**config.mk**
```make
export PLATFORM = sky130hd
export DESIGN_NAME = ddac_top
export DESIGN_NICKNAME = d
export VERILOG_FILES = /design/src/ddac_pkg.sv /design/src/ddac_chan_if.sv /design/src/ddac_chan.sv /design/src/ddac_top.sv
export VERILOG_INCLUDE_DIRS = /design/src
export SDC_FILE = /design/constraint.sdc
export NUM_CORES = 1
export LEC_CHECK = 0
export BUFFER_PORTS_ARGS = -buffer_cell sky130_fd_sc_hd__buf_4
export CAP_MARGIN = 30
export CORE_MARGIN = 2
export CORE_UTILIZATION = 53
export CTS_CLUSTER_DIAMETER = 50
export DETAILED_ROUTE_END_ITERATION = 6
export GPL_TIMING_DRIVEN = 0
export PLACE_DENSITY = 0.8
export SLEW_MARGIN = 20
export SYNTH_ARGS = -nofsm -noshare
export SYNTH_HDL_FRONTEND = slang
export SYNTH_SLANG_ARGS = --single-unit
export TNS_END_PERCENT = 100
```
**constraint.sdc**
```tcl
create_clock -name mclk -period 2.25 [get_ports mclk]
set_input_delay 0.225 -clock mclk [delete_from_list [all_inputs] [get_ports mclk]]
set_output_delay 0.225 -clock mclk [all_outputs]
set_load 0.005 [all_outputs]
```
**src/ddac_params.svh**
```systemverilog
// Constants of the dual 8-bit converter control block.
// Assumes a 10 MHz mclk and the byte-wide register port of ddac_top.
`ifndef DDAC_PARAMS_SVH
`define DDAC_PARAMS_SVH

// Register addresses
`define DDAC_ADDR_CODE0     32'hfffe6800
`define DDAC_ADDR_CODE1     32'hfffe6801
`define DDAC_ADDR_CONTROL   32'hfffe6802

// Reset values
`define DDAC_CODE_RESET     8'h00
`define DDAC_CTRL_RESET     8'h1f
`define DDAC_RSVD_ONES      5'h1f

// Control field positions
`define DDAC_BIT_OE1        7
`define DDAC_BIT_OE0        6
`define DDAC_BIT_JOINT      5

// Conversion time: longest time, rounded down to whole cycles
`define DDAC_CONV_TIME_NS   10000
`define DDAC_CLK_PERIOD_NS  100
`define DDAC_CONV_CYCLES    (`DDAC_CONV_TIME_NS / `DDAC_CLK_PERIOD_NS)
`define DDAC_CNT_W          7

`endif

```
**src/ddac_pkg.sv**
```systemverilog
// Types shared by the converter control modules.
// Assumes ddac_params.svh for all numeric constants but the channel count.
package ddac_pkg;

    // Conversion path states
    typedef enum logic [1:0] {
        PATH_IDLE,
        PATH_CONV,
        PATH_HOLD
    } ddac_path_state_type;

    // Channel count
    localparam int DDAC_CHANNELS = 2;

endpackage

```
**src/ddac_chan_if.sv**
```systemverilog
// Signals between the register side and one conversion path.
// Assumes one instance per channel, all on mclk.
`timescale 1ns/100ps
interface ddac_chan_if;
    logic       start;      // One-cycle conversion start
    logic       enable;     // Channel conversion enabled
    logic [7:0] code;       // Code to convert
    logic [7:0] held_code;  // Code presented to analog core
    logic       busy;       // Conversion in progress
    logic       settled;    // Result settled; valid on the pin only while driven

    modport ctl  (output start, enable, code, input held_code, busy, settled);
    modport path (input start, enable, code, output held_code, busy, settled);
endinterface

```
**src/ddac_chan.sv**
```systemverilog
// One independent conversion path: latches a code and times settling.
// Assumes start is a one-cycle pulse from ddac_top on mclk.
`timescale 1ns/100ps
`include "ddac_params.svh"
module ddac_chan
    import ddac_pkg::*;
(
    // Clock and reset
    input wire logic  mclk,
    input wire logic  nrst,
    // Register side
    ddac_chan_if.path chan
);

    ddac_path_state_type         state;
    logic [`DDAC_CNT_W-1:0]      cnt;

    // RQ11: path state and timing
    always_ff @(posedge mclk or negedge nrst) begin
        if (!nrst) begin
            state <= PATH_IDLE;
            cnt   <= '0;
        end else if (!chan.enable) begin
            state <= PATH_IDLE;
            cnt   <= '0;
        end else if (chan.start) begin
            state <= PATH_CONV;
            cnt   <= `DDAC_CNT_W'(`DDAC_CONV_CYCLES);
        end else begin
            unique case (state)
                PATH_IDLE: state <= PATH_IDLE;
                PATH_CONV: begin
                    cnt <= cnt - `DDAC_CNT_W'(1);
                    if (cnt == `DDAC_CNT_W'(1)) begin
                        state <= PATH_HOLD;
                    end
                end
                PATH_HOLD: state <= PATH_HOLD;
            endcase
        end
    end

    // RQ21: code latched at each start
    always_ff @(posedge mclk or negedge nrst) begin
        if (!nrst) begin
            chan.held_code <= `DDAC_CODE_RESET;
        end else if (chan.start) begin
            chan.held_code <= chan.code;
        end
    end

    assign chan.busy    = (state == PATH_CONV);
    assign chan.settled = (state == PATH_HOLD);
endmodule // ddac_chan

```
**src/ddac_top.sv**
```systemverilog
// Control logic of a two-channel 8-bit converter: registers, channel
// enables, restart on rewrite and standby handling.
// Assumes the bus master, standby controls and analog core share mclk.
`timescale 1ns/100ps
`include "ddac_params.svh"

// Contract
// RQ1: Each channel has an 8-bit read/write code register it converts.
// RQ2: Code registers clear on reset, deep standby and module standby.
// RQ3: Control register resets to 1f under the same conditions.
// RQ4: Control bit 7 enables channel 1 conversion and output.
// RQ5: Control bit 6 enables channel 0 conversion and output.
// RQ6: Control bit 5 selects independent or joint conversion.
// RQ7: Control bits 4..0 read as one and ignore writes.
// RQ8: Joint bit low: each channel converts only when its enable is set.
// RQ9: Joint bit and channel 0 enable set: both channels convert.
// RQ10: Pin drive follows only the channel's own output enable.
// RQ11: Two conversion paths operate independently.
// RQ12: Result appears after conversion time, held until rewrite or disable.
// RQ13: Writing an enabled channel's code restarts its conversion.
// RQ14: Clearing an output enable stops that channel's output.
// RQ15: Starts in module standby; registers usable only after it ends.
// RQ16: Software standby keeps the outputs at their current values.
// RQ17: Deep standby stops conversion and both outputs.
// RQ18: Software clears all enables before deep standby; t_deep enters it with channel 0 still enabled.
// RQ19: Conversion completes within ten microseconds.
// RQ20: Joint bit with channel 1 enable alone converts both channels.
// RQ21: Each channel gives the core its code and a start strobe.
module ddac_top
    import ddac_pkg::*;
(
    // Clock and reset
    input  wire logic        mclk,
    input  wire logic        nrst,
    // Register port
    input  wire logic [31:0] reg_addr,
    input  wire logic [7:0]  reg_wdata,
    input  wire logic        reg_wr,
    input  wire logic        reg_rd,
    output logic      [7:0]  reg_rdata,
    // Standby controls
    input  wire logic        mod_standby,
    input  wire logic        sw_standby,
    input  wire logic        deep_standby,
    // Channel 0 to analog core
    output logic      [7:0]  analog_out_ch0_code,
    output logic             analog_out_ch0_start,
    output logic             analog_out_ch0_drive,
    output logic             analog_out_ch0_valid,
    // Channel 1 to analog core
    output logic      [7:0]  analog_out_ch1_code,
    output logic             analog_out_ch1_start,
    output logic             analog_out_ch1_drive,
    output logic             analog_out_ch1_valid
);

    // Control register fields
    logic       out_enable_ch0;
    logic       out_enable_ch1;
    logic       joint_conv_enable;

    // Per-channel state
    logic [7:0] channel_code_reg [DDAC_CHANNELS];
    logic [DDAC_CHANNELS-1:0] out_en;
    logic [DDAC_CHANNELS-1:0] conv_en;
    logic [DDAC_CHANNELS-1:0] conv_en_q;
    logic [DDAC_CHANNELS-1:0] wr_code;
    logic [DDAC_CHANNELS-1:0] conv_start;
    logic [DDAC_CHANNELS-1:0] drive;
    logic [DDAC_CHANNELS-1:0] settled;

    // Access and standby qualifiers
    logic       halted;
    logic       access_ok;
    logic       wr_ctrl;
    logic [7:0] ctrl_value;
    logic [7:0] next_rdata;

    // Control reset value, split into its fields below
    localparam logic [7:0] CTRL_INIT = `DDAC_CTRL_RESET;

    ddac_chan_if chan_if [DDAC_CHANNELS] ();

    // RQ15: registers frozen and held at reset while halted
    assign halted    = mod_standby | deep_standby;
    assign access_ok = !halted;

    // Write decode for the control register
    assign wr_ctrl = reg_wr && access_ok && (reg_addr == `DDAC_ADDR_CONTROL);

    // RQ7: reserved bits fixed at one
    assign ctrl_value = {out_enable_ch1, out_enable_ch0, joint_conv_enable,
                         `DDAC_RSVD_ONES};

    // RQ3: control register with standby clear
    always_ff @(posedge mclk or negedge nrst) begin
        if (!nrst) begin
            out_enable_ch1    <= CTRL_INIT[`DDAC_BIT_OE1];
            out_enable_ch0    <= CTRL_INIT[`DDAC_BIT_OE0];
            joint_conv_enable <= CTRL_INIT[`DDAC_BIT_JOINT];
        end else if (halted) begin
            out_enable_ch1    <= CTRL_INIT[`DDAC_BIT_OE1];
            out_enable_ch0    <= CTRL_INIT[`DDAC_BIT_OE0];
            joint_conv_enable <= CTRL_INIT[`DDAC_BIT_JOINT];
        end else if (wr_ctrl) begin
            // RQ4: channel 1 enable
            out_enable_ch1    <= reg_wdata[`DDAC_BIT_OE1];
            // RQ5: channel 0 enable
            out_enable_ch0    <= reg_wdata[`DDAC_BIT_OE0];
            // RQ6: joint conversion select
            joint_conv_enable <= reg_wdata[`DDAC_BIT_JOINT];
        end
    end

    assign out_en = {out_enable_ch1, out_enable_ch0};

    // RQ8: independent mode follows each enable
    // RQ9: joint mode converts both when channel 0 is on
    // RQ20: joint with channel 1 alone treated as both
    assign conv_en[0] = out_enable_ch0 | (joint_conv_enable & out_enable_ch1);
    assign conv_en[1] = out_enable_ch1 | (joint_conv_enable & out_enable_ch0);

    // Per-channel registers, starts and path instances
    for (genvar i = 0; i < DDAC_CHANNELS; i++) begin : g_chan

        assign wr_code[i] = reg_wr && access_ok &&
                            (reg_addr == (`DDAC_ADDR_CODE0 + 32'(i)));

        // RQ1: code register
        // RQ2: cleared in deep or module standby
        always_ff @(posedge mclk or negedge nrst) begin
            if (!nrst) begin
                channel_code_reg[i] <= `DDAC_CODE_RESET;
            end else if (halted) begin
                channel_code_reg[i] <= `DDAC_CODE_RESET;
            end else if (wr_code[i]) begin
                channel_code_reg[i] <= reg_wdata;
            end
        end

        // Previous enable, for start on enable
        always_ff @(posedge mclk or negedge nrst) begin
            if (!nrst) begin
                conv_en_q[i] <= 1'b0;
            end else begin
                conv_en_q[i] <= conv_en[i];
            end
        end

        // RQ13: restart on rewrite or new enable
        // RQ16: no restart in software standby, outputs held
        assign conv_start[i] = conv_en[i] && !sw_standby &&
                               (wr_code[i] || !conv_en_q[i]);

        // RQ10: drive from own enable only
        // RQ14: cleared enable stops the output
        // RQ17: deep standby stops the output
        assign drive[i] = out_en[i] && !halted;

        // RQ21: code and strobe to the path
        assign chan_if[i].start  = conv_start[i];
        assign chan_if[i].enable = conv_en[i] && !halted;
        assign chan_if[i].code   = wr_code[i] ? reg_wdata : channel_code_reg[i];
        assign settled[i]        = chan_if[i].settled;

        // RQ11: one independent path per channel
        ddac_chan u_path (
            .mclk (mclk),
            .nrst (nrst),
            .chan (chan_if[i])
        );
    end

    // Pin-side outputs
    assign analog_out_ch0_code  = chan_if[0].held_code;
    assign analog_out_ch0_start = conv_start[0];
    assign analog_out_ch0_drive = drive[0];
    assign analog_out_ch0_valid = settled[0] && drive[0];
    assign analog_out_ch1_code  = chan_if[1].held_code;
    assign analog_out_ch1_start = conv_start[1];
    assign analog_out_ch1_drive = drive[1];
    assign analog_out_ch1_valid = settled[1] && drive[1];

    // Read mux, unmapped or halted reads give zero
    always_comb begin
        next_rdata = 8'h00;
        if (reg_rd && access_ok) begin
            unique case (reg_addr)
                `DDAC_ADDR_CODE0:   next_rdata = channel_code_reg[0];
                `DDAC_ADDR_CODE1:   next_rdata = channel_code_reg[1];
                `DDAC_ADDR_CONTROL: next_rdata = ctrl_value;
                default:            next_rdata = 8'h00;
            endcase
        end
    end

    // Read data for exactly one cycle after the strobe
    always_ff @(posedge mclk or negedge nrst) begin
        if (!nrst) begin
            reg_rdata <= 8'h00;
        end else begin
            reg_rdata <= next_rdata;
        end
    end
endmodule // ddac_top

```
## Yosys cells after proc, flatten, opt, wreduce, memory -nomap -nowiden

Cells that the tools add are included.

- Logic and storage cells: 84
- Bits of input ports: 47
- Register bits after elaboration: 63
- Output and inout port bits: 30

- Equality and inequality tests: 13
- Mux-type cells: 26
- Reductions and logical operators: 24
- Bitwise logic cells: 5
- $add $sub $neg: 2

Operator list:

| cell | count |
|---|---|
| $eq A32 B32 Y1 const B | 3 |
| $mux W7 | 6 |
| $mux W8 | 5 |
| $pmux W8 S3 | 1 |
| $logic_and A1 B1 Y1 | 15 |
| $eq A7 B1 Y1 const B | 2 |
| $sub A7 B1 Y7 const B | 2 |
| $mux W2 | 6 |
| $pmux W2 S3 | 2 |
| $ne A4 B4 Y1 const B | 2 |
| $mux W1 | 6 |
| $ne A3 B3 Y1 const B | 2 |
| $eq A2 B1 Y1 const B | 2 |
| $eq A2 B2 Y1 const B | 2 |
| $logic_not A1 Y1 | 4 |
| $logic_not A2 Y1 | 2 |
| $or A1 B1 Y1 | 3 |
| $and A1 B1 Y1 | 2 |
| $logic_or A1 B1 Y1 | 2 |
| $reduce_bool A2 Y1 | 1 |

## Longest topological paths before layout

Gate-level depths: netlist of the first run.

- Word-level depth: 8
- Depth in mapped cells: 10
- Mapped depth without buffers: 7

## Hierarchy

Synthesis of the first run repeated with hierarchy kept, for this count alone.

- Cells, all modules: 296
- Area total of the unflattened synthesis: 3269.4 sq um

Modules (own cells, without submodules):

| module | area each (sq um) | seq. area each (sq um) | cells each | times used |
|---|---|---|---|---|
| ddac_top | 1677.9 | 725.7 | 162 | 1 |
| ddac_chan | 795.8 | 425.4 | 67 | 2 |

## Worst setup path after synthesis of the first run

OpenSTA, ideal clock, no wires.

- Path kind: input port to flip-flop
- Start: in reg_addr[2]
- End: reg g_chan[1].u_path.chan.held_code[2]
- Path slack: 0.331 ns
- Path buffers: 3
- Data arrival time: 1.840 ns
- Library setup time: 0.079 ns
- Required time: 2.171 ns
- Stages on the path: 9
- Cell sequence: nand4b_1 > or4_1 > buf_2 > nor3_2 > buf_6 > o21ai_4 > clkinv_4 > buf_12 > mux2i_1

- Cells in the longest elaborated chain, start to end: 4
- Elaborated cells on any way between the ends: 5
- Classes of those cells: eq/ne: 1; mux: 1; reduce/logical: 3

Ends and longest elaborated chain:

| element | line | RTL |
|---|---|---|
| from (decl) | ddac_top.sv:36 | `input wire logic [31:0] reg_addr,` |
| $eq A32 B32 Y1 | ddac_top.sv:127 | `` (reg_addr == (`DDAC_ADDR_CODE0 + 32'(i))); `` |
| $logic_and A1 B1 Y1 | ddac_top.sv:126 | `assign wr_code[i] = reg_wr && access_ok &&` |
| $logic_or A1 B1 Y1 | ddac_top.sv:153 | `(wr_code[i] \|\| !conv_en_q[i]);` |
| $logic_and A1 B1 Y1 | ddac_top.sv:152 | `assign conv_start[i] = conv_en[i] && !sw_standby &&` |
| via analog_out_ch1_start | ddac_top.sv:52 | `output logic analog_out_ch1_start,` |
| to (signal assigned) | ddac_chan.sv:46 | `` chan.held_code <= `DDAC_CODE_RESET; `` |
| to (signal assigned) | ddac_chan.sv:48 | `chan.held_code <= chan.code;` |
| to (decl) | ddac_chan_if.sv:13 | `modport path (input start, enable, code, output held_code, busy, settled);` |

The timed path passes the listed nets, and every way through them passes these cells.
A chain may end at the register's enable or synchronous reset.

## Final worst setup path of the first run

- Start: reg out_enable_ch1
- End: out analog_out_ch0_start

- Cells in the longest elaborated chain, start to end: 4

Ends and longest elaborated chain:

| element | line | RTL |
|---|---|---|
| from (decl) | ddac_top.sv:59 | `logic out_enable_ch1;` |
| from (signal assigned) | ddac_top.sv:98 | `` out_enable_ch1 <= CTRL_INIT[`DDAC_BIT_OE1]; `` |
| from (signal assigned) | ddac_top.sv:102 | `` out_enable_ch1 <= CTRL_INIT[`DDAC_BIT_OE1]; `` |
| from (signal assigned) | ddac_top.sv:107 | `` out_enable_ch1 <= reg_wdata[`DDAC_BIT_OE1]; `` |
| $and A1 B1 Y1 | ddac_top.sv:120 | `assign conv_en[0] = out_enable_ch0 \| (joint_conv_enable & out_enable_ch1);` |
| $or A1 B1 Y1 | ddac_top.sv:120 |  |
| via conv_en[0] | ddac_top.sv:65 | `logic [DDAC_CHANNELS-1:0] conv_en;` |
| $logic_and A1 B1 Y1 (2 in series) | ddac_top.sv:152 |  |
| to (decl) | ddac_top.sv:47 | `output logic analog_out_ch0_start,` |

The timed path passes the listed nets, and every way through them passes these cells.

==> results of run 1 <==
## worst max-delay path by stage
| stage | start | to | cells after the start |
|---|---|---|---|
| finish | out_enable_ch1$_DFFE_PN0P_ | analog_out_ch0_start | 7 |
| global route | out_enable_ch1$_DFFE_PN0P_ | analog_out_ch0_start | 7 |
| CTS | reg_addr[2] | analog_out_ch1_start | 10 |
| detailed placement | reg_addr[2] | analog_out_ch1_start | 10 |
| global placement | reg_addr[2] | analog_out_ch1_start | 10 |
| floorplan | reg_addr[2] | g_chan[1].u_path.chan.held_code[2]$_DFFE_PN0P_ | 9 |
## routing by layer
metal | wire length, um | vias up
met3 | 364 | 10
met4 | 88 | 0
li1 | - | 1209
met1 | 3025 | 1201
met5 | 0 | -
met2 | 3604 | 63
## cell usage in the layout (no fill, tap or decap), types with 2 or more instances in the layout
cell,count
buf_4,79
dfrtp_1,63
nor2_1,47
mux2i_1,38
inv_1,27
nand2_1,16
a21oi_1,16
nor3_1,11
clkbuf_8,11
xnor2_1,10
ha_1,8
clkbuf_1,7
nand4_1,5
nor2b_1,5
o21ai_0,5
nand4b_1,4
nor4_1,4
buf_6,3
nor4b_1,3
clkinv_4,3
a2111oi_0,3
bufinv_16,3
nor4bb_1,2
or3_1,2
nand3_1,2
o21ai_4,2
and2_1,2
and3_1,2
## tightest hold or removal path, cell delays in order
cell,delay (ps)
buf_4,100
mux2i_1,60
nor2_1,80
## cells by family (layout without fill, tap and decap cells)
| group | Yosys count | after routing |
|---|---|---|
| mux | 39 | 39 |
| simple gates | 113 | 113 |
| xor+xnor | 11 | 11 |
| compound gates | 28 | 28 |
| flops | 63 | 63 |
| buf+inv | 42 | 138 |
| fa+ha+maj | 8 | 8 |
## final cells by class
cell class                      count  area [um^2]  area share, %
Buffer                             13        100.1          2.437
Timing Repair Buffer               80        603.1          14.68
Multi-Input combinational cell    199         1360          33.11
Clock inverter                      5        103.9          2.528
Clock buffer                       11        151.4          3.686
Inverter                           29        118.9          2.894
Sequential cell                    63         1577          38.38
Tap cell                           75        93.84          2.284
## power by group
part            switching, mW  internal, mW  total [mW]
combinational          0.0672        0.0652       0.132
clock                   0.431         0.796        1.23
sequential     0.000000000253          1.13        1.13
## repair_timing
item | in CTS | in global routing
resized for setup | 0 | 5
endpoints found under the hold margin | 37 | 0
pin swaps | 0 | 1
buffers inserted | 2 | 2
cloned | 0 | 0
setup endpoints to repair | 2 | 2
hold buffers | 1 | 0
## through the flow
step	utilization [%]	setup TNS [ps]	power [mW]
finish	70.63	0	2.492
global route	70.63	0	2.567
CTS	70.09	0	2.508
detailed placement	65.28	-97.41	1.285
global placement	65.28	-45.51	1.283
floorplan	-	0	1.187
==> metrics.md, run 1 <==
| Metric | Value |
|---|---|
| N_diodes | 0 |
| Delay-heaviest family, CP | buffers and inverters |
| Hold Slack | 170.0 ps |
| Simple-gate area share of the yosys netlist | 18.61% |
| Xor/xnor share of the synthesized area | 3.069% |
| Main combinational cell family by area after synthesis | simple AND/OR/NAND/NOR gates |
| Worst-Skew Late Latency | 340 ps |
| Input/output buffers | 75 |
| H-tree depth | 3 |
| Run status | finished, final reports clean |
| Syn nets | 359 |
| CP max stage delay | 450 ps |
| Std-Cell Rows | 28 |
| R2R Setup Slk | 270 ps |
| Reg2reg end | g_chan[0].u_path.cnt[5]$_DFFE_PN0P_ |
| Slew HR | 47.62% |
| CTS tree | built |
| Setup ws final | 69.23 ps |
| Yosys top cell area share | 50.22% |
| Starting Density | 53.98% |
| Unique masters post-synth | 39 |
| Routability congestion estimate | 0.8304 |
| Clock Skew | 7.986 ps |
| GRT met3 Usage | 5.333% |
| Hold Crit Class | input pin to flop |
| DP Cell Count | 454 |
| Worst setup path class | flop to primary output |
| Adder-Cell Fraction of Synth Area | 3.189% |
| CP Launch Type | flop |
| Die area | 6555 um^2 |
| WP buf/inv | 4 |
| Synth area leader | dfrtp_1 |
| Critical Path RT | 2030 ps |
| Global Route met2 Usage | 40.08% |
| Post-synth top flop | dfrtp_1 |
| Via density per instance | 5.227 |
| Worst slew pin tran | 785.7 ps |
| Total track usage | 23.34% |
| Vias in the first global route | 2445 |
| Final Setup Violations | 0 |
| Count leader, synth | dfrtp_1 |
| Routed WL per cell | 14.91 um |
| Net count, final | 450 |
| 1st-iter DRT viols | 143 |
| Clk pin slew, worst setup/hold paths | 70 ps |
| Mux cell area share after synthesis | 12.48% |
| MaxCap Viol Count | 0 |
| DRC | 0 |
| Hold Path Sink | out_enable_ch1$_DFFE_PN0P_ |
| Layout cells sized above 1 | 27.75% |
| Setup WS pre-CTS | -47.03 ps |
| Final period util | 96.92% |
| Crit path DAT | 1960 ps |
| Clk sink count | 63 |
| Hold Vio Cnt, Final | 0 |
| Vias post-DR | 2483 |
| Largest net degree at the start of global routing | 64 |
| Synth top area cells | dfrtp_1, mux2i_1, nor2_1 |
| Busiest layer in global routing | met2 |
| Hold wc startpoint | reg_wdata[7] |
| RSZ-0062 raised after global routing | false |
| Yosys warnings | 0 |
| Lkg Pwr | 1.867 nW |
| FF-to-FF path depth | 8 |
| P&R area growth vs syn | 30.85% |
| Num CTS Buffers | 9 |
| HPWL after detailed placement | 5092 um |
| Largest fanout on the critical path | 10 |
| Antenna violations before repair | 0 |
| Placeable Area | 5816 um^2 |
| Synthesized area per cell | 10.33 um^2 |
| Seq cells post-synth | 63 |
| Most frequent cells after synthesis | dfrtp_1, nor2_1, mux2i_1 |
| CTS root buf | clkbuf_8 |
| Post-Syn Instances | 304 |
| Die height | 80.96 um |
| Pwr per Cell Area | 606.6 nW/um^2 |
| Seq/Total Area, Yosys | 50.22% |
| Met1 Use GR | 29.94% |
| Slowest CP cell | dfrtp_1 |
| Fin cells | 475 |
| Maximum clock frequency | 458.6 MHz |
| Layout fillers | 428 |
| Area after DPL | 3796 um^2 |
| Final WL | 7082 um |
| Min Tclk post-route | 2181 ps |
| Worst R2R Start | g_chan[0].u_path.state[1]$_DFFE_PN0P_ |
| Worst-path cell chain | a21o_1 -> clkbuf_1 -> and2b_1 -> o21ai_4 -> clkinv_4 -> buf_8 -> buf_4 |
| Final Max Slew Viols | 0 |
| Post-synthesis compound-gate area fraction | 5.660% |
| Overflow after GRT | 0 |
| Die width | 80.96 um |
| Mapped Area | 3139 um^2 |
| IO Count | 77 |
| EDFF count, synth | 0 |
| Critical Path Sink Type | primary output |
| Worst VDD drop | 0.0005476 V |
| Ys async rst share | 100.0% |
| Worst hold stages | 3 |
| Max clock buf depth | 2 |
| Pre-Repair DR Iteration Count | 5 |
| First-pass GRT wire length | 11540 um |
| Routed Antenna Nets | 0 |
| Finished Cell Area | 4108 um^2 |
(Power assumes the default switching activity.)
==> run 2: changes to the inputs <==
==> constraint.sdc (replaced) <==
create_clock -name mclk -period 2.25 [get_ports mclk]
set_input_delay 0.1125 -clock mclk [delete_from_list [all_inputs] [get_ports mclk]]
set_output_delay 0.1125 -clock mclk [all_outputs]
set_load 0.005 [all_outputs]
==> metrics.md, run 2 (same netlist as run 1, synthesis figures left out) <==
| Metric | Value |
|---|---|
| Run status | finished, final reports clean |
| Clk pin slew, worst setup/hold paths | 70 ps (about the same) |
| Layout fillers | 427 (-0.23%) |
| IO Count | 77 (unchanged) |
| Hold wc startpoint | reg_wdata[7] |
| Routed Antenna Nets | 0 (unchanged) |
| Fin cells | 471 (-0.84%) |
| First-pass GRT wire length | 11450 um (-0.77%) |
| Std-Cell Rows | 28 (unchanged) |
| Final period util | 91.72% (-5.2 points) |
| Total track usage | 23.17% (-0.17 points) |
| Worst slew pin tran | 774.6 ps (-11.10 ps) |
| Largest net degree at the start of global routing | 64 (unchanged) |
| Slew HR | 48.36% (+0.74 points) |
| Largest fanout on the critical path | 10 (unchanged) |
| Worst VDD drop | 0.0005493 V (+0.31%) |
| Die area | 6555 um^2 (unchanged) |
| Maximum clock frequency | 484.6 MHz (+5.7%) |
| Register area | 1577 um^2 (unchanged) |
| Clock Skew | 7.588 ps (-0.3980 ps) |
| Most frequent cells in the layout | buf_4, dfrtp_1, nor2_1 |
| Antenna violations before repair | 0 (unchanged) |
| Crit path DAT | 1950 ps (about the same) |
| Max clock buf depth | 2 (unchanged) |
| Via density per instance | 5.289 (+1.2%) |
| Hold Slack | 57.85 ps (-112.2 ps) |
| R2R Setup Slk | 300 ps (+30 ps) |
| CTS Hold Buffers Added | 1 (unchanged) |
| H-tree depth | 3 (unchanged) |
| 1st-iter DRT viols | 161 (+13%) |
| Worst hold stages | 3 (unchanged) |
| Area after DPL | 3796 um^2 (unchanged) |
| Hold Crit Class | input pin to flop |
| Vias post-DR | 2491 (+0.32%) |
| Critical Path RT | 2140 ps (+110 ps) |
| RSZ-0062 raised after global routing | false |
| FF-to-FF path depth | 8 (unchanged) |
| Layout cells sized above 1 | 26.77% (-0.98 points) |
| Critical Path Sink Type | primary output |
| Worst R2R Start | g_chan[0].u_path.state[1]$_DFFE_PN0P_ |
| Worst-Skew Late Latency | 330 ps (about the same) |
| MaxCap Viol Count | 0 (unchanged) |
| Pwr per Cell Area | 613.1 nW/um^2 (+1.1%) |
| Min Tclk post-route | 2064 ps (-117.2 ps) |
| Setup TNS | 0 ps (unchanged) |
| DP Cell Count | 454 (unchanged) |
| Die width | 80.96 um (unchanged) |
| Starting Density | 53.98% (unchanged) |
| Pre-Repair DR Iteration Count | 4 (-1) |
| CTS tree | built |
| Placeable Area | 5816 um^2 (unchanged) |
| Final Max Slew Viols | 0 (unchanged) |
| Final WL | 6938 um (-2.0%) |
| Input/output buffers | 75 (unchanged) |
| Die height | 80.96 um (unchanged) |
| Overflow after GRT | 0 (unchanged) |
| N_diodes | 0 (unchanged) |
| Final Setup Violations | 0 (unchanged) |
| HPWL after detailed placement | 5092 um (unchanged) |
| Hold Vio Cnt, Final | 0 (unchanged) |
| CP Launch Type | input pin |
| Post-cts resize count | 0 (unchanged) |
| Hold Path Sink | out_enable_ch1$_DFFE_PN0P_ |
| Finished Cell Area | 4061 um^2 (-1.1%) |
| CTS root buf | clkbuf_8 |
| Lkg Pwr | 1.826 nW (-2.2%) |
| Vias in the first global route | 2435 (-0.41%) |
| Commonest non-fill, non-tap cell in the layout | buf_4 |
| Net count, final | 446 (-0.89%) |
| Clk sink count | 63 (unchanged) |
| Multi-input combinational cell area | 1350 um^2 (-0.74%) |
| Worst setup path class | input pin to primary output |
| Routed WL per cell | 14.73 um (-1.2%) |
| Post-CTS setup buffers | 0 (-2) |
| P&R area growth vs syn | 29.37% |
| DRC | 0 (unchanged) |
| Reg2reg end | g_chan[0].u_path.cnt[5]$_DFFE_PN0P_ |
| Num CTS Buffers | 9 (unchanged) |
| Routability congestion estimate | 0.8304 (unchanged) |
[run 2: cell count changes in the layout (fill, tap and decap cells not counted), sizes merged]
cell,delta
buf,-4
[run 2: layout make-up]
cell class | instances | share of cell area, %
timing repair buffer | 76 | 14.11
inverter | 29 | 2.927
clock buffer | 11 | 3.728
multi-input combinational | 199 | 33.24
buffer | 13 | 2.311
tap | 75 | 2.311
sequential | 63 | 38.82
clock inverter | 5 | 2.557
[run 2: worst max path at each step]
stage | startpoint | to | cells past startpoint
finish | reg_addr[2] | analog_out_ch0_start | 10
global route | reg_addr[10] | analog_out_ch1_start | 9
CTS | reg_addr[2] | analog_out_ch1_start | 10
detailed placement | reg_addr[2] | g_chan[1].u_path.chan.held_code[7]$_DFFE_PN0P_ | 10
global placement | reg_addr[2] | g_chan[1].u_path.chan.held_code[4]$_DFFE_PN0P_ | 10
floorplan | reg_addr[2] | g_chan[1].u_path.chan.held_code[2]$_DFFE_PN0P_ | 9
[run 2: report_power, final]
part	internal, mW	switching, mW	leakage [nW]
combinational	0.0651	0.0661	0.900
clock	0.796	0.430	0.130
sequential	1.13	0.000000000256	0.797
[run 2: metal layers]
metal  vias up  track usage, %  share of wire (%)
li1       1202               -                  -
met1      1211           29.80                 42
met2        66           39.67                 52
met3        12           5.333                5.2
met4         0           5.932                1.3
met5         -               0                  0
[run 2: worst max-delay path, cell delays in order]
cell,delay [ps]
buf_4,110
nand4b_1,150
or4_1,520
buf_2,200
nor3_2,210
buf_6,210
o21ai_4,100
clkinv_4,90
buf_8,150
buf_4,120
[run 2: per-stage QoR]
stage	utilization (%)	power (mW)	worst slack [ps]
after detailed placement	65.28	1.285	99.52
final	69.84	2.490	186.4
after floorplan	-	1.187	443.4
after global routing	69.84	2.567	48.86
after global placement	65.28	1.283	153.9
after CTS	69.84	2.508	166.3
==> run 3: changes to the inputs <==
- PLACE_DENSITY: 0.8 -> 0.79
- TNS_END_PERCENT: 100 -> 5
==> metrics.md, run 3 (same netlist as run 1, synthesis figures left out) <==
| Metric | Value |
|---|---|
| Run status | finished, final reports clean |
| Pre-Repair DR Iteration Count | 5 (+1) |
| CTS root buf | clkbuf_8 |
| Largest net degree at the start of global routing | 64 (unchanged) |
| Slowest CP cell | dfrtp_1 |
| Die width | 80.96 um (unchanged) |
| DP Cell Count | 454 (unchanged) |
| Commonest non-fill, non-tap cell in the layout | buf_4 |
| Worst setup path class | flop to primary output |
| Final Setup Violations | 0 (unchanged) |
| Routed Antenna Nets | 0 (unchanged) |
| DRC | 0 (unchanged) |
| Hold Slack | 48.32 ps (-9.529 ps) |
| Net switching power | 519.0 uW (+4.6%) |
| First-pass GRT wire length | 12230 um (+6.7%) |
| Worst-Skew Late Latency | 350 ps (+20 ps) |
| Std-Cell Rows | 28 (unchanged) |
| Critical Path Sink Type | primary output |
| Min Tclk post-route | 2087 ps (+23.33 ps) |
| Clock Skew | 7.364 ps (-0.2238 ps) |
| Worst-path cell chain | a21o_1 -> clkbuf_1 -> and2b_1 -> o21ai_4 -> clkinv_4 -> buf_8 -> buf_4 |
| Vias post-DR | 2502 (+0.44%) |
| Vias in the first global route | 2580 (+6.0%) |
| Sw frac | 20.66% (+0.73 points) |
| Net count, final | 446 (unchanged) |
| Clk sink count | 63 (unchanged) |
| Crit path DAT | 1970 ps (+20 ps) |
| N_diodes | 0 (unchanged) |
| P&R area growth vs syn | 29.37% (unchanged) |
| Largest fanout on the critical path | 10 (unchanged) |
| Die area | 6555 um^2 (unchanged) |
| Pwr per Cell Area | 618.6 nW/um^2 (+0.91%) |
| CP Launch Type | flop |
| Maximum clock frequency | 479.2 MHz (-1.1%) |
| CTS tree | built |
| Die height | 80.96 um (unchanged) |
| Seq pwr share | 45.1% (-0.4 points) |
| Max clock buf depth | 2 (unchanged) |
| Layout cells sized above 1 | 26.77% (unchanged) |
| Input/output buffers | 75 (unchanged) |
| Fin cells | 471 (unchanged) |
| IO Count | 77 (unchanged) |
| Combinational Power Share | 5.3% (about the same) |
| Routability congestion estimate | 0.8240 (-0.77%) |
| Layout fillers | 466 (+9.1%) |
| Lkg Pwr | 1.826 nW (unchanged) |
| HPWL after detailed placement | 5244 um (+3.0%) |
| CTS Hold Buffers Added | 1 (unchanged) |
| H-tree depth | 3 (unchanged) |
| Worst VDD drop | 0.0004295 V (-22%) |
| Internal | 1.993 mW (about the same) |
| Hold wc startpoint | reg_wdata[6] |
| Via density per instance | 5.312 (+0.44%) |
| Worst R2R Start | g_chan[0].u_path.cnt[3]$_DFFE_PN0P_ |
| WP buf/inv | 4 (-2) |
| CP max stage delay | 450 ps (-70 ps) |
| Post-cts resize count | 0 (unchanged) |
| Clock share of power | 49.6% (+0.3 points) |
| 1st-iter DRT viols | 115 (-29%) |
| Starting Density | 53.98% (unchanged) |
| Final Core Density | 69.84% (unchanged) |
| Slew HR | 48.13% (-0.23 points) |
| Critical path origin | out_enable_ch1$_DFFE_PN0P_ |
| Final period util | 92.75% (+1.0 points) |
| Final Max Slew Viols | 0 (unchanged) |
| Final WL | 7386 um (+6.5%) |
| Final Power | 2.513 mW (+0.91%) |
| Worst slew pin tran | 778.1 ps (+3.519 ps) |
| Critical Path RT | 2140 ps (about the same) |
| Antenna violations before repair | 0 (unchanged) |
| Setup TNS | 0 ps (unchanged) |
| Hold Crit Class | input pin to flop |
| RSZ-0062 raised after global routing | false |
| Placeable Area | 5816 um^2 (unchanged) |
| Post-CTS setup buffers | 0 (unchanged) |
| Routed WL per cell | 15.68 um (+6.5%) |
| Num CTS Buffers | 9 (unchanged) |
| Overflow after GRT | 0 (unchanged) |
| Most frequent cells in the layout | buf_4, dfrtp_1, nor2_1 |
| Total track usage | 25.00% (+1.8 points) |
| MaxCap Viol Count | 0 (unchanged) |
| Clk pin slew, worst setup/hold paths | 70 ps (about the same) |
| Delay-heaviest family, CP | buffers and inverters |
| Hold Vio Cnt, Final | 0 (unchanged) |
-- run 3: cell counts in the layout (fill, tap and decap cells not counted) --
Identical to the previous run, type by type.
-- run 3: through the flow --
step / instance area [um^2] / setup WS [ps]
after floorplan: 3139 / 443.4
after global placement: 3796 / 158.1
after detailed placement: 3796 / 145.6
after CTS: 4061 / 170.3
after global routing: 4061 / 28.54
final: 4061 / 163.1
-- run 3: final cells by class --
cell class                 count  area [um^2]  area share, %
clock buffer                  11        151.4          3.728
tap                           75        93.84          2.311
inverter                      29        118.9          2.927
clock inverter                 5        103.9          2.557
buffer                        13        93.84          2.311
timing repair buffer          76        573.1          14.11
sequential                    63         1577          38.82
multi-input combinational    199         1350          33.24
-- run 3: power by group through the flow --
| stage | Clock (mW) | Sequential (mW) | Combinational [mW] |
|---|---|---|---|
| after floorplan | 0 | 1.15 | 0.0332 |
| after global placement | 0 | 1.15 | 0.130 |
| after detailed placement | 0 | 1.15 | 0.133 |
| after CTS | 1.26 | 1.13 | 0.135 |
| after global routing | 1.30 | 1.13 | 0.146 |
| final | 1.25 | 1.13 | 0.133 |
-- run 3: worst reg2reg max path, cell delays in order, from the launching register on --
cell and delay (ps):
dfrtp_1 420, nor4_1 560, nand4b_1 190, nor4_1 270, mux2_2 380, a21oi_1 150
-- run 3: path summary, 6_finish.rpt --
path                                                                  endpoint  slack [ps]  cells past startpoint
worst max-delay path                                      analog_out_ch0_start         160                      7
worst min-delay path                                out_enable_ch0$_DFFE_PN0P_          50                      3
worst max register to register             g_chan[0].u_path.cnt[6]$_DFFE_PN0P_         200                      5
worst min register to register  g_chan[0].u_path.chan.held_code[5]$_DFFE_PN0P_         520                      2
max in group asynchronous                        channel_code_reg[5]$_DFF_PN0_        1350                      2
min in group asynchronous       g_chan[0].u_path.chan.held_code[1]$_DFFE_PN0P_         390                      2
-- run 3: per-layer routing --
metal  routed length [um]  global-route usage [%]
met5                    0                       0
met4                  150                   12.54
met3                  237                   5.000
met2                 3949                   43.31
met1                 3048                   29.55
